===== src/hw/cgm_regs.vh =====
// Register map, field positions, reset values and timing figures of the clock gating block
// Behaviour
// - Enable write bit 0 starts processor clock
// - Disable write bit 0 stops processor clock
// - Enable write bit 7 starts USB clock
// - Disable write bit 7 stops USB clock
// - Enable bits 8-10 start programmable outputs
// - Disable bits 8-10 stop programmable outputs
// - Status bits 0, 7 show processor, USB
// - Status bits 8-10 show programmable outputs
// - Peripheral enable bits 2-31 start clocks
// - Peripheral disable bits 2-31 stop clocks
// - Peripheral status shows enabled peripheral clocks
// - Unimplemented peripheral bits change nothing
// - Oscillator control bit 0 enables crystal
// - Stable flag only after start-up time
// - Bypass bit 1 sets stable at once
// - Enable and bypass low clear stable
// - Start-up time is count times eight
// - Frequency counts main cycles in sixteen slow
// - Frequency valid only after count available
`ifndef CGM_REGS_VH
`define CGM_REGS_VH

// Byte offsets
`define CGM_SYS_CLK_ENABLE_OFS 8'h00
`define CGM_SYS_CLK_DISABLE_OFS 8'h04
`define CGM_SYS_CLK_STATUS_OFS 8'h08
`define CGM_PERIPH_CLK_ENABLE_OFS 8'h10
`define CGM_PERIPH_CLK_DISABLE_OFS 8'h14
`define CGM_PERIPH_CLK_STATUS_OFS 8'h18
`define CGM_MAIN_OSC_CONTROL_OFS 8'h20
`define CGM_MAIN_CLK_FREQ_OFS 8'h24

// Field positions
`define CGM_PROCESSOR_CLOCK_BIT 0
`define CGM_USB_PORT_CLOCK_BIT 7
`define CGM_PROG_CLOCK_LSB 8
`define CGM_PROG_CLOCK_MSB 10
`define CGM_PERIPH_LSB 2
`define CGM_PERIPH_MSB 31
`define CGM_MAIN_OSC_ON_BIT 0
`define CGM_OSC_BYPASS_BIT 1
`define CGM_OSC_COUNT_LSB 8
`define CGM_OSC_COUNT_MSB 15
`define CGM_FREQ_VALID_BIT 16

// Reset values
`define CGM_SYS_STATUS_RESET 32'h0000_0001
`define CGM_PERIPH_STATUS_RESET 32'h0000_0000
`define CGM_OSC_CONTROL_RESET 32'h0000_0000

// Timing figures, in slow clock cycles
`define CGM_OSC_COUNT_SCALE 8
`define CGM_FREQ_WINDOW 16

`endif


===== src/hw/cgm_clock_ctrl.v =====
// Clock gating and main oscillator control with its register port
//
// Implementation choices: strobed register access and the placing of the registers.
`timescale 1ns/10ps
`default_nettype none
`include "cgm_regs.vh"

// Block overview
//
// Register port
// - One cycle write strobe with address and data
// - One cycle read strobe with address
// - Read data registered, present only the cycle after the strobe
// - Read data returns to zero in every other cycle
// - No wait states; back to back strobes are fine
// - Read and write never share a cycle
//
// Set and clear pairs
// - Each gate is one flop
// - Enable offset writes set the flops named by ones
// - Disable offset writes clear the flops named by ones
// - Zero bits leave a flop alone
// - Set and clear live at separate offsets
// - So a set and a clear never meet in one cycle
// - Status offsets show the flops directly
// - Enable and disable offsets read as zero
//
// System gates
// - Processor gate comes out of reset on
// - Clearing it is how software idles the core
// - Core idling is the caller's business, not ours
// - USB port gate comes out of reset off
// - Programmable output gates come out of reset off
// - Output count is a parameter; default three
// - Bits above the last output are ignored
//
// Peripheral gates
// - Bits 0 and 1 have no peripheral behind them
// - A mask parameter says which identifiers exist
// - Missing identifiers keep a flop tied to zero
// - Tied flops keep the output straight from a register
// - Writes to missing identifiers change nothing at all
// - Status of a missing identifier reads zero
//
// Oscillator control
// - Enable, bypass and start-up count are plain fields
// - All three read back as written
// - Enable and bypass together is a software fault
// - Enable wins in that case; bypass is then ignored
// - Count is in units of eight slow clock cycles
// - A count of zero starts almost at once
// - Largest count gives 2040 slow clock cycles
//
// Oscillator state machine
// - Off: stable flag low
// - Start: counting slow clock edges toward target
// - Run: crystal up, stable flag high
// - Bypass: external clock, stable flag high at once
// - Clearing enable and bypass returns to off
// - Clearing enable with bypass set goes to bypass
// - Setting enable from bypass restarts the count
// - Stable flag follows the next state
// - So it moves one edge after the field update
//
// Slow clock and main clock pins
// - Both are foreign to the system clock
// - Each passes two flops before any logic looks
// - A third flop only remembers the old level
// - Rising edges are found from stages two and three
// - Edges may lag the pins by two or three cycles
// - Lag is the same for start and end of a window
// - So the measured counts are not biased by it
//
// Frequency measurement
// - Runs once per stable period
// - First slow edge after stable opens the window
// - Sixteen slow periods later the window closes
// - Main clock edges inside it are counted
// - The count is latched and the valid flag set
// - Counter saturates rather than wraps
// - Losing stable drops the result and the flag
// - A fresh stable period measures again
//
// Main clock speed limit
// - Edges are sampled by the system clock
// - Main clock must stay well below half of it
// - Below a quarter keeps every edge seen
// - Faster clocks read low; no error is flagged
//
// Reset
// - Asynchronous, active low
// - All gates off except the processor gate
// - Oscillator fields cleared, state off
// - Frequency result cleared, valid low
// - Read data zero
//
// What is not here
// - No clock muxing or division
// - No pll, no master clock select
// - No interrupt logic
// - Gate outputs are levels for a cell outside
// - Glitch-free gating is that cell's duty
//
// Hazards for users
// - Gate outputs change one edge after the write
// - Stable may drop while a measurement runs
// - Poll valid before trusting the count
// - Start-up time has a slow clock of slack
// - First slow edge may come anywhere in its period
//

module cgm_clock_ctrl #(
    parameter [31:0] PERIPH_IMPL = 32'hffff_fffc,
    parameter NUM_PROG = 3
) (
    input wire clk,
    input wire resetn,
    input wire [7:0] addr,
    input wire [31:0] wdata,
    input wire wr,
    input wire rd,
    output reg [31:0] rdata,
    input wire slow_clk_pin,
    input wire osc_in_pin,
    output reg processor_clock_on,
    output reg usb_port_clock,
    output reg [NUM_PROG-1:0] prog_clock_out_on,
    output reg [31:0] periph_clock_on,
    output reg main_osc_on,
    output reg osc_bypass_a,
    output reg main_osc_stable
);

    localparam OSC_OFF = 2'h0;
    localparam OSC_START = 2'h1;
    localparam OSC_RUN = 2'h2;
    localparam OSC_BYP = 2'h3;
    localparam [31:0] SYS_RST = `CGM_SYS_STATUS_RESET;
    localparam [31:0] OSC_RST = `CGM_OSC_CONTROL_RESET;

    // Write decode, one cycle strobes
    wire wr_sys_en = wr && (addr == `CGM_SYS_CLK_ENABLE_OFS);
    wire wr_sys_dis = wr && (addr == `CGM_SYS_CLK_DISABLE_OFS);
    wire wr_per_en = wr && (addr == `CGM_PERIPH_CLK_ENABLE_OFS);
    wire wr_per_dis = wr && (addr == `CGM_PERIPH_CLK_DISABLE_OFS);
    wire wr_osc = wr && (addr == `CGM_MAIN_OSC_CONTROL_OFS);

    // Pin synchronisers; stages two and three feed edge detection
    reg slow_s1, slow_s2, slow_s3;
    reg main_s1, main_s2, main_s3;
    always @(posedge clk or negedge resetn) begin
        if (!resetn) begin
            slow_s1 <= 1'b0;
            slow_s2 <= 1'b0;
            slow_s3 <= 1'b0;
            main_s1 <= 1'b0;
            main_s2 <= 1'b0;
            main_s3 <= 1'b0;
        end else begin
            slow_s1 <= slow_clk_pin;
            slow_s2 <= slow_s1;
            slow_s3 <= slow_s2;
            main_s1 <= osc_in_pin;
            main_s2 <= main_s1;
            main_s3 <= main_s2;
        end
    end
    // Main clock must stay below a quarter of clk to be counted faithfully
    wire slow_edge = slow_s2 & ~slow_s3;
    wire main_edge = main_s2 & ~main_s3;

    // Processor and USB clock gates; set on enable, clear on disable
    always @(posedge clk or negedge resetn) begin
        if (!resetn) begin
            processor_clock_on <= SYS_RST[`CGM_PROCESSOR_CLOCK_BIT];
            usb_port_clock <= 1'b0;
        end else begin
            if (wr_sys_en && wdata[`CGM_PROCESSOR_CLOCK_BIT])
                processor_clock_on <= 1'b1;
            else if (wr_sys_dis && wdata[`CGM_PROCESSOR_CLOCK_BIT])
                processor_clock_on <= 1'b0;
            if (wr_sys_en && wdata[`CGM_USB_PORT_CLOCK_BIT])
                usb_port_clock <= 1'b1;
            else if (wr_sys_dis && wdata[`CGM_USB_PORT_CLOCK_BIT])
                usb_port_clock <= 1'b0;
        end
    end

    // Programmable output gates, one flop per output
    genvar gp;
    generate
        for (gp = 0; gp < NUM_PROG; gp = gp + 1) begin : g_prog
            always @(posedge clk or negedge resetn) begin
                if (!resetn)
                    prog_clock_out_on[gp] <= 1'b0;
                else if (wr_sys_en && wdata[`CGM_PROG_CLOCK_LSB + gp])
                    prog_clock_out_on[gp] <= 1'b1;
                else if (wr_sys_dis && wdata[`CGM_PROG_CLOCK_LSB + gp])
                    prog_clock_out_on[gp] <= 1'b0;
            end
        end
    endgenerate

    // Peripheral gates; bits without a peripheral stay zero for good
    genvar gi;
    generate
        for (gi = 0; gi < 32; gi = gi + 1) begin : g_per
            if (PERIPH_IMPL[gi] && gi >= `CGM_PERIPH_LSB) begin : g_impl
                always @(posedge clk or negedge resetn) begin
                    if (!resetn)
                        periph_clock_on[gi] <= 1'b0;
                    else if (wr_per_en && wdata[gi])
                        periph_clock_on[gi] <= 1'b1;
                    else if (wr_per_dis && wdata[gi])
                        periph_clock_on[gi] <= 1'b0;
                end
            end else begin : g_none
                always @(posedge clk or negedge resetn) begin
                    if (!resetn)
                        periph_clock_on[gi] <= 1'b0;
                    else
                        periph_clock_on[gi] <= 1'b0;
                end
            end
        end
    endgenerate

    // Oscillator control fields
    reg [7:0] osc_startup_count;
    always @(posedge clk or negedge resetn) begin
        if (!resetn) begin
            main_osc_on <= OSC_RST[`CGM_MAIN_OSC_ON_BIT];
            osc_bypass_a <= 1'b0;
            osc_startup_count <= 8'h00;
        end else if (wr_osc) begin
            // Both bits set at once is a software fault; enable wins then
            main_osc_on <= wdata[`CGM_MAIN_OSC_ON_BIT];
            osc_bypass_a <= wdata[`CGM_OSC_BYPASS_BIT];
            osc_startup_count <= wdata[`CGM_OSC_COUNT_MSB:`CGM_OSC_COUNT_LSB];
        end
    end

    // Start-up target in slow clock cycles
    wire [31:0] startup_prod = osc_startup_count * `CGM_OSC_COUNT_SCALE;
    wire [10:0] startup_target = startup_prod[10:0];
    reg [1:0] osc_state;
    reg [1:0] next_osc_state;
    reg [10:0] startup_cnt;

    always @* begin
        next_osc_state = osc_state;
        case (osc_state)
            OSC_OFF: begin
                if (main_osc_on)
                    next_osc_state = OSC_START;
                else if (osc_bypass_a)
                    next_osc_state = OSC_BYP;
            end
            OSC_START: begin
                if (!main_osc_on)
                    next_osc_state = osc_bypass_a ? OSC_BYP : OSC_OFF;
                else if (startup_cnt >= startup_target)
                    next_osc_state = OSC_RUN;
            end
            OSC_RUN: begin
                if (!main_osc_on)
                    next_osc_state = osc_bypass_a ? OSC_BYP : OSC_OFF;
            end
            OSC_BYP: begin
                if (main_osc_on)
                    next_osc_state = OSC_START;
                else if (!osc_bypass_a)
                    next_osc_state = OSC_OFF;
            end
            default: next_osc_state = OSC_OFF;
        endcase
    end

    // Start-up counter advances on slow clock edges only
    always @(posedge clk or negedge resetn) begin
        if (!resetn) begin
            osc_state <= OSC_OFF;
            startup_cnt <= 11'h000;
            main_osc_stable <= 1'b0;
        end else begin
            osc_state <= next_osc_state;
            if (osc_state != OSC_START)
                startup_cnt <= 11'h000;
            else if (slow_edge && startup_cnt != 11'h7ff)
                startup_cnt <= startup_cnt + 11'h001;
            main_osc_stable <= (next_osc_state == OSC_RUN) ||
                (next_osc_state == OSC_BYP);
        end
    end

    // Frequency measurement: one window per stable period
    reg [4:0] win_cnt;
    reg [15:0] main_cnt;
    reg [15:0] main_freq_count;
    reg main_freq_valid;
    reg win_open;
    always @(posedge clk or negedge resetn) begin
        if (!resetn) begin
            win_cnt <= 5'h00;
            main_cnt <= 16'h0000;
            main_freq_count <= 16'h0000;
            main_freq_valid <= 1'b0;
            win_open <= 1'b0;
        end else if (!main_osc_stable) begin
            // Result is dropped when the oscillator goes away
            win_cnt <= 5'h00;
            main_cnt <= 16'h0000;
            main_freq_count <= 16'h0000;
            main_freq_valid <= 1'b0;
            win_open <= 1'b0;
        end else if (!main_freq_valid) begin
            if (slow_edge) begin
                if (win_open && win_cnt == `CGM_FREQ_WINDOW - 1) begin
                    main_freq_count <= main_cnt;
                    main_freq_valid <= 1'b1;
                    win_open <= 1'b0;
                end else begin
                    win_open <= 1'b1;
                    win_cnt <= win_open ? win_cnt + 5'h01 : 5'h00;
                end
            end
            if (win_open && main_edge && main_cnt != 16'hffff)
                main_cnt <= main_cnt + 16'h0001;
        end
    end

    // Read mux; write-only and unmapped offsets read zero
    reg [31:0] next_rdata;
    integer k;
    always @* begin
        next_rdata = 32'h0000_0000;
        case (addr)
            `CGM_SYS_CLK_STATUS_OFS: begin
                next_rdata[`CGM_PROCESSOR_CLOCK_BIT] = processor_clock_on;
                next_rdata[`CGM_USB_PORT_CLOCK_BIT] = usb_port_clock;
                for (k = 0; k < NUM_PROG; k = k + 1)
                    next_rdata[`CGM_PROG_CLOCK_LSB + k] = prog_clock_out_on[k];
            end
            `CGM_PERIPH_CLK_STATUS_OFS: next_rdata = periph_clock_on;
            `CGM_MAIN_OSC_CONTROL_OFS: begin
                next_rdata[`CGM_MAIN_OSC_ON_BIT] = main_osc_on;
                next_rdata[`CGM_OSC_BYPASS_BIT] = osc_bypass_a;
                next_rdata[`CGM_OSC_COUNT_MSB:`CGM_OSC_COUNT_LSB] = osc_startup_count;
            end
            `CGM_MAIN_CLK_FREQ_OFS: begin
                next_rdata[15:0] = main_freq_count;
                next_rdata[`CGM_FREQ_VALID_BIT] = main_freq_valid;
            end
            default: next_rdata = 32'h0000_0000;
        endcase
    end

    // Read data stands only in the cycle after the strobe
    always @(posedge clk or negedge resetn) begin
        if (!resetn)
            rdata <= 32'h0000_0000;
        else if (rd)
            rdata <= next_rdata;
        else
            rdata <= 32'h0000_0000;
    end

endmodule
`default_nettype wire


===== config.mk =====
export PLATFORM = sky130hd
export DESIGN_NAME = cgm_clock_ctrl
export DESIGN_NICKNAME = d
export VERILOG_FILES = /design/src/hw/cgm_clock_ctrl.v
export VERILOG_INCLUDE_DIRS = /design/src /design/src/hw
export SDC_FILE = /design/constraint.sdc
export NUM_CORES = 1
export LEC_CHECK = 0
export BUFFER_PORTS_ARGS = -buffer_cell sky130_fd_sc_hd__buf_2
export CORE_MARGIN = 2
export CORE_UTILIZATION = 39
export DETAILED_ROUTE_END_ITERATION = 10
export PLACE_DENSITY = 0.58
export SLEW_MARGIN = 20
export SYNTH_ARGS = -nofsm -noshare
export SYNTH_HDL_FRONTEND = slang
export SYNTH_SLANG_ARGS = --single-unit

===== constraint.sdc =====
create_clock -name clk -period 3.9 [get_ports clk]
set_input_delay 0.39 -clock clk [delete_from_list [all_inputs] [get_ports clk]]
set_output_delay 0.39 -clock clk [all_outputs]
set_load 0.1 [all_outputs]

==> results of run 1 <==
==> power by group <==
group	internal, uW	switching (uW)	total [uW]
Combinational	93.0	296	389
Sequential	1450	47.0	1500
Clock	1020	604	1630
Total	2570	948	3510
==> cell usage after synthesis, drive strengths merged, types with 4 or more instances <==
library cell  count  share of area (%)
a21o              4               0.48
a21oi            11               0.89
a22o             39                5.5
a22oi             4               0.48
and2             11                1.1
and3             22                2.3
buf              22                2.5
clkbuf            7               0.42
dfrtp           134                 54
ha               13                2.6
inv              17                1.0
mux2              7                1.3
mux2i            32                5.2
nand2            67                4.1
nand3            12                1.0
nand4             4               0.74
nor2             51                3.4
nor3             14                2.0
nor3b             6                1.0
o21ai            24                2.1
or3               6               0.68
xnor2            13                1.8
==> through the flow <==
step | power (uW) | hold slack [ns] | util (%) | instance area, um2 | worst slack (ns)
floorplan | 1790 | 0.0944 | - | 6220 | 2.09
global placement | 1910 | 0.333 | 44.1 | 6930 | 1.35
detailed placement | 1920 | 0.339 | 44.2 | 6950 | 1.45
CTS | 3550 | 0.0643 | 48.0 | 7540 | 1.58
global route | 3640 | 0.0596 | 48.0 | 7540 | 1.30
finish | 3510 | 0.0836 | 48.0 | 7540 | 1.60
==> cell families after synthesis <==
family,after synthesis,share of synthesized area (%)
XOR/XNOR,16,2.25
adder cells (fa/ha/maj),13,2.62
other,1,0.0603
flip-flops,135,54.4
AO/OA/AOI/OAI,92,10.9
AND/OR/NAND/NOR,212,19.4
multiplexers,39,6.42
buffers and inverters,46,3.97
==> critical path: stages, from the launching register on <==
cell and delay (ns):
dfrtp_1 0.46, inv_1 0.08, buf_4 0.38, nand2_1 0.36, a2111oi_0 0.57, a311oi_1 0.13
a21o_1 0.20
==> layout make-up <==
| type | count | area share, % |
|---|---|---|
| flip-flops and latches | 135 | 44.8 |
| multi-input cells | 374 | 34.5 |
| repair buffers | 119 | 8.33 |
| clock buffers | 20 | 5.92 |
| well taps | 216 | 3.58 |
| clock inverters | 12 | 1.99 |
| inverters | 17 | 0.846 |
==> sequential cells by signal (all words and copies together) (netlist names), 3 cells and up <==
register           flops
rdata                 32
periph_clock_on       30
main_cnt              16
main_freq_count       16
startup_cnt           11
osc_startup_count      8
win_cnt                5
prog_clock_out_on      3
==> how the worst max path moves through the flow <==
stage	depth (start not counted)	start	to
global placement	5	addr[2]	periph_clock_on[2]
floorplan	8	win_cnt[0]	main_freq_count[8]
CTS	6	main_osc_stable	osc_state[0]
finish	6	main_osc_stable	osc_state[0]
detailed placement	5	addr[2]	rdata[6]
global route	6	main_osc_stable	osc_state[0]
==> per-layer routing <==
metal,wire length (um),vias up
met5,0,-
met4,190,0
met3,742,13
met2,6980,127
met1,6880,2277
li1,-,2164
==> metrics.csv, run 1 <==
stage,metric,value,unit
worst_setup_path,cp.required,4.20,ns
worst_setup_path,critPathArrivalTime,2.60,ns
worst_setup_path,startpoint_type,flip-flop,
grt,grt_use_met1,24.1,%
cts,clk_latency,0.41,ns
routing,via_per_inst,5.13,
routing,wl_per_cell,16.6,um
placement,port_buffers,115,
timing,hold_violations,0,
timing,rsz0062_at_grt,false,
placement,dp_hpwl,10500,um
power_and_ir_drop,max-vdd-ir-drop,0.313,mV
cts,hold_buffers,0,
die,dieWidth,130,um
timing,setup_viol_count_final,0,
final_layout,drive_gt1_share,26.6,%
final_layout,fin_cells,893,
timing,tightest_slew,0.917,ns
final_layout,final_common_cell,dfrtp_1,
final_layout,final_cell_mix,"dfrtp_1 (134), buf_2 (114), nand2_1 (66)",
grt,grtUsageMet2,28.7,%
final_layout,fillers,1444,
cts,cts_root_buf,clkbuf_16,
die,die_area,0.0170,mm2
yosys,ys.warnings.count,0,
worst_hold_path,holdPathEnd,main_s1,
yosys,syn_inst,554,
timing,fmax,434,MHz
grt,grt_util_all_layers,18.0,%
die,ioPinCount,118,
routing,drt_iter0_drc,313,
cts,cts_setup_buffers,0,
grt,grt_max_degree,72,
worst_setup_path,crit_type,reg -> reg,
grt,grtUsageMet3,4.47,%
cts,cts_sinks,135,
die,rows,46,
routing,wirelength,14800,um
cts,cts_resized,0,
run_status,status,"finished, final reports clean",
cts,cts_tree,done,
yosys,yosysSeqAreaShare,54.4,%
cts,cts_made_buffers,17,
cts,ctsHtreeMaxLevel,4,
worst_setup_path,reg2reg_slack,1.60,ns
worst_setup_path,r2r_end,osc_state[0],
worst_hold_path,hold_path_depth,1,
placement,dp_cells,861,
die,start_util,39.6,%
yosys,synthArstFlopShare,100,%
timing,period_minus_slack,2.30,ns
grt,grt_pass1_wl,23300,um
worst_setup_path,worstPathMaxFanout,40,
routing,drc_errors,0,
timing,post-route-period-util,59.0,%
die,core_region_area,0.0157,mm2
worst_hold_path,min_from,osc_in_pin,
worst_setup_path,rr_startpoint,main_osc_stable,
timing,final_max_slew_viol_count,0,
power_and_ir_drop,p_leak,0.00372,uW
yosys,avgSynthCellArea,11.2,um2
yosys,synth_cell_types,63,
routing,ant_nets,0,
yosys,ys_ff_latch,135,
final_layout,final_net_count,723,
grt,antenna_found_initial,0,
grt,overflow,0,
routing,dr_total_vias,4581,
timing,finClkSkew,0.00611,ns
yosys,syn_area,0.00622,mm2
grt,first_global_vias,4485,
final_layout,regArea,0.00338,mm2
final_layout,multi_input_area,0.00261,mm2
final_layout,antenna_cells,0,
routing,dr.pass1.iters,4,
power_and_ir_drop,p_per_area,466,mW/mm2
timing,relSlewSlack,38.9,%
run,timing.max_cap.violations,0,
worst_setup_path,endpoint_kind,flip-flop,
yosys,synth_ff_type,dfrtp_1,
final_layout,synthToLayoutAreaGrowth,21.4,%
worst_setup_path,rr_worst_depth,6,
placement,place.gp.congestion,0.844,
grt,top_usage_layer,met2,
timing,finalSetupTns,0,ns
die,die_h,130,um
cts,cts_max_path_buffers,2,
worst_hold_path,hold_path_class,in -> reg,
yosys,synth_edf_count,0,
cts,clk_transition_reported_paths,0.06,ns
Note: power is estimated with default switching activity, not from simulation.
==> inputs of run 2 (changes only) <==
- PLACE_DENSITY: 0.58 -> 0.6
- clock period: 3.9 -> 2.1 ns (I/O delays scaled with it)
==> metrics.csv, run 2 (same netlist as run 1, synthesis figures left out) <==
stage,metric,value,unit,change
run_status,status,"finished, final reports clean",,
final_layout,antenna_cells,0,,unchanged
die,core_region_area,0.0157,mm2,unchanged
die,die_area,0.0170,mm2,unchanged
grt,grt_max_degree,50,,-31%
cts,cts_tree,done,,
cts,cts_max_path_buffers,2,,unchanged
cts,cts_resized,0,,unchanged
timing,finClkSkew,0.00608,ns,-0.0000334 ns
grt,grt_pass1_wl,23300,um,+0.15%
timing,tightest_slew,0.653,ns,-0.264 ns
cts,clk_latency,0.41,ns,about the same
worst_setup_path,cp.required,2.39,ns,-1.81 ns
run,timing.max_cap.violations,0,,unchanged
grt,overflow,0,,unchanged
cts,cts_sinks,135,,unchanged
worst_setup_path,rr_startpoint,win_cnt[0],,
timing,finalSetupTns,0,ns,unchanged
timing,relSlewSlack,56.5,%,+18 points
worst_hold_path,min_from,wdata[19],,
worst_setup_path,r2r_end,main_freq_count[13],,
routing,drc_errors,0,,unchanged
worst_setup_path,worstPathMaxFanout,17,,-57%
cts,cts_root_buf,clkbuf_16,,
routing,ant_nets,0,,unchanged
routing,wl_per_cell,16.2,um,-2.1%
timing,final_max_slew_viol_count,0,,unchanged
final_layout,drive_gt1_share,27.8,%,+1.2 points
placement,preCtsSetupSlack,0.0489,ns,-1.40 ns
die,ioPinCount,118,,unchanged
placement,port_buffers,115,,unchanged
worst_setup_path,endpoint,main_freq_count[13],,
grt,grt_util_all_layers,18.0,%,about the same
timing,period_minus_slack,1.93,ns,-0.368 ns
worst_setup_path,reg2reg_slack,0.17,ns,-1.43 ns
timing,setup_ws,0.166,ns,-1.43 ns
die,die_h,130,um,unchanged
timing,setup_viol_count_final,0,,unchanged
routing,dr.pass1.iters,5,,+1
worst_hold_path,hold_path_class,in -> reg,,
die,rows,46,,unchanged
placement,place.gp.congestion,0.858,,+1.7%
grt,first_global_vias,4472,,-0.29%
final_layout,top_regs,"rdata x32, periph_clock_on x30",,
final_layout,final_cell_mix,"dfrtp_1 (134), buf_2 (114), nand2_1 (66)",,
final_layout,top_register,rdata,,
timing,fmax,517,MHz,+19%
power_and_ir_drop,max-vdd-ir-drop,0.631,mV,+100%
final_layout,final_common_cell,dfrtp_1,,
worst_setup_path,startpoint_type,flip-flop,,
placement,dp_hpwl,10700,um,+1.4%
routing,drt_iter0_drc,253,,-19%
cts,cts_made_buffers,17,,unchanged
power_and_ir_drop,p_per_area,845,mW/mm2,+81%
worst_setup_path,endpoint_kind,flip-flop,,
timing,post-route-period-util,92.1,%,+33 points
cts,clk_transition_reported_paths,0.06,ns,about the same
power_and_ir_drop,p_leak,0.00379,uW,+1.9%
final_layout,synthToLayoutAreaGrowth,23.5,%,
grt,antenna_found_initial,0,,unchanged
timing,rsz0062_at_grt,false,,
worst_setup_path,worstSetupStartpoint,win_cnt[0],,
worst_setup_path,critPathArrivalTime,2.22,ns,-0.38 ns
worst_setup_path,crit_type,reg -> reg,,
die,start_util,39.6,%,unchanged
final_layout,largest_reg_flops,32,,unchanged
die,dieWidth,130,um,unchanged
cts,ctsHtreeMaxLevel,4,,unchanged
routing,via_per_inst,5.11,,-0.36%
worst_setup_path,rr_worst_depth,8,,+2
timing,hold_violations,0,,unchanged
final_layout,final_net_count,737,,+1.9%
routing,wirelength,14700,um,-0.58%
routing,dr_total_vias,4636,,+1.2%
[run 2: cell types whose count changed in the layout (fill, tap and decap cells not counted), sizes merged]
cell | before | now
buf | 119 | 129
inv | 19 | 23
bufinv | 3 | 2
dlygate4sd3 | 0 | 4
clkbuf | 20 | 17
[run 2: timing repair]
| item | 4_1_cts | 5_1_grt |
|---|---|---|
| setup buffers | 0 | 1 |
| hold endpoints to repair | 49 | 0 |
| hold buffers | 4 | 0 |
| setup endpoints to repair | 0 | 16 |
[run 2: report_power, final]
| part | total, uW | internal (uW) | switching, uW |
|---|---|---|---|
| Clock | 2960 | 1780 | 1180 |
| Sequential | 2780 | 2700 | 86.8 |
| Combinational | 743 | 188 | 555 |
| Total | 6480 | 4660 | 1830 |
[run 2: cell type report]
type	instances	area, um2
Multi-Input combinational cell	374	2610
Timing Repair Buffer	133	761
Sequential cell	135	3380
Inverter	17	63.8
Clock inverter	15	169
Clock buffer	17	425
Tap cell	216	270
Fill cell	1446	8040
[run 2: critical path, stage by stage, from the launching register on]
cell	delay (ns)
dfrtp_1	0.40
ha_1	0.20
and3_1	0.17
ha_1	0.27
nand2_1	0.19
nor2_8	0.13
buf_12	0.17
mux2i_1	0.21
nor2_1	0.06
[run 2: through the flow]
stage / instance area, um2 / cells / power (uW) / hold WS (ns) / utilization [%]
floorplan: 6220 / 555 / 3320 / -0.0856 / -
global placement: 7020 / 870 / 3550 / 0.281 / 44.7
detailed placement: 7020 / 870 / 3570 / 0.280 / 44.7
CTS: 7650 / 906 / 6560 / 0.0147 / 48.7
global route: 7670 / 907 / 6750 / 0.0225 / 48.8
finish: 7670 / 907 / 6480 / 0.0290 / 48.8
[run 2: layer usage]
metal  up-vias  share of wire [%]  track usage, %
met5         -                  0               0
met1      2299                 45            23.9
met2       123                 48            29.0
met3        15                6.0            4.92
met4         0                1.1            5.12
li1       2199                  -               -
[run 2: worst min path at each step]
stage,endpoint,slack (ns),depth (start not counted)
finish,periph_clock_on[19],0.03,2
detailed placement,periph_clock_on[6],0.28,1
CTS,periph_clock_on[19],0.01,2
global route,periph_clock_on[19],0.02,2
floorplan,main_cnt[0],-0.09,0
global placement,periph_clock_on[4],0.28,1
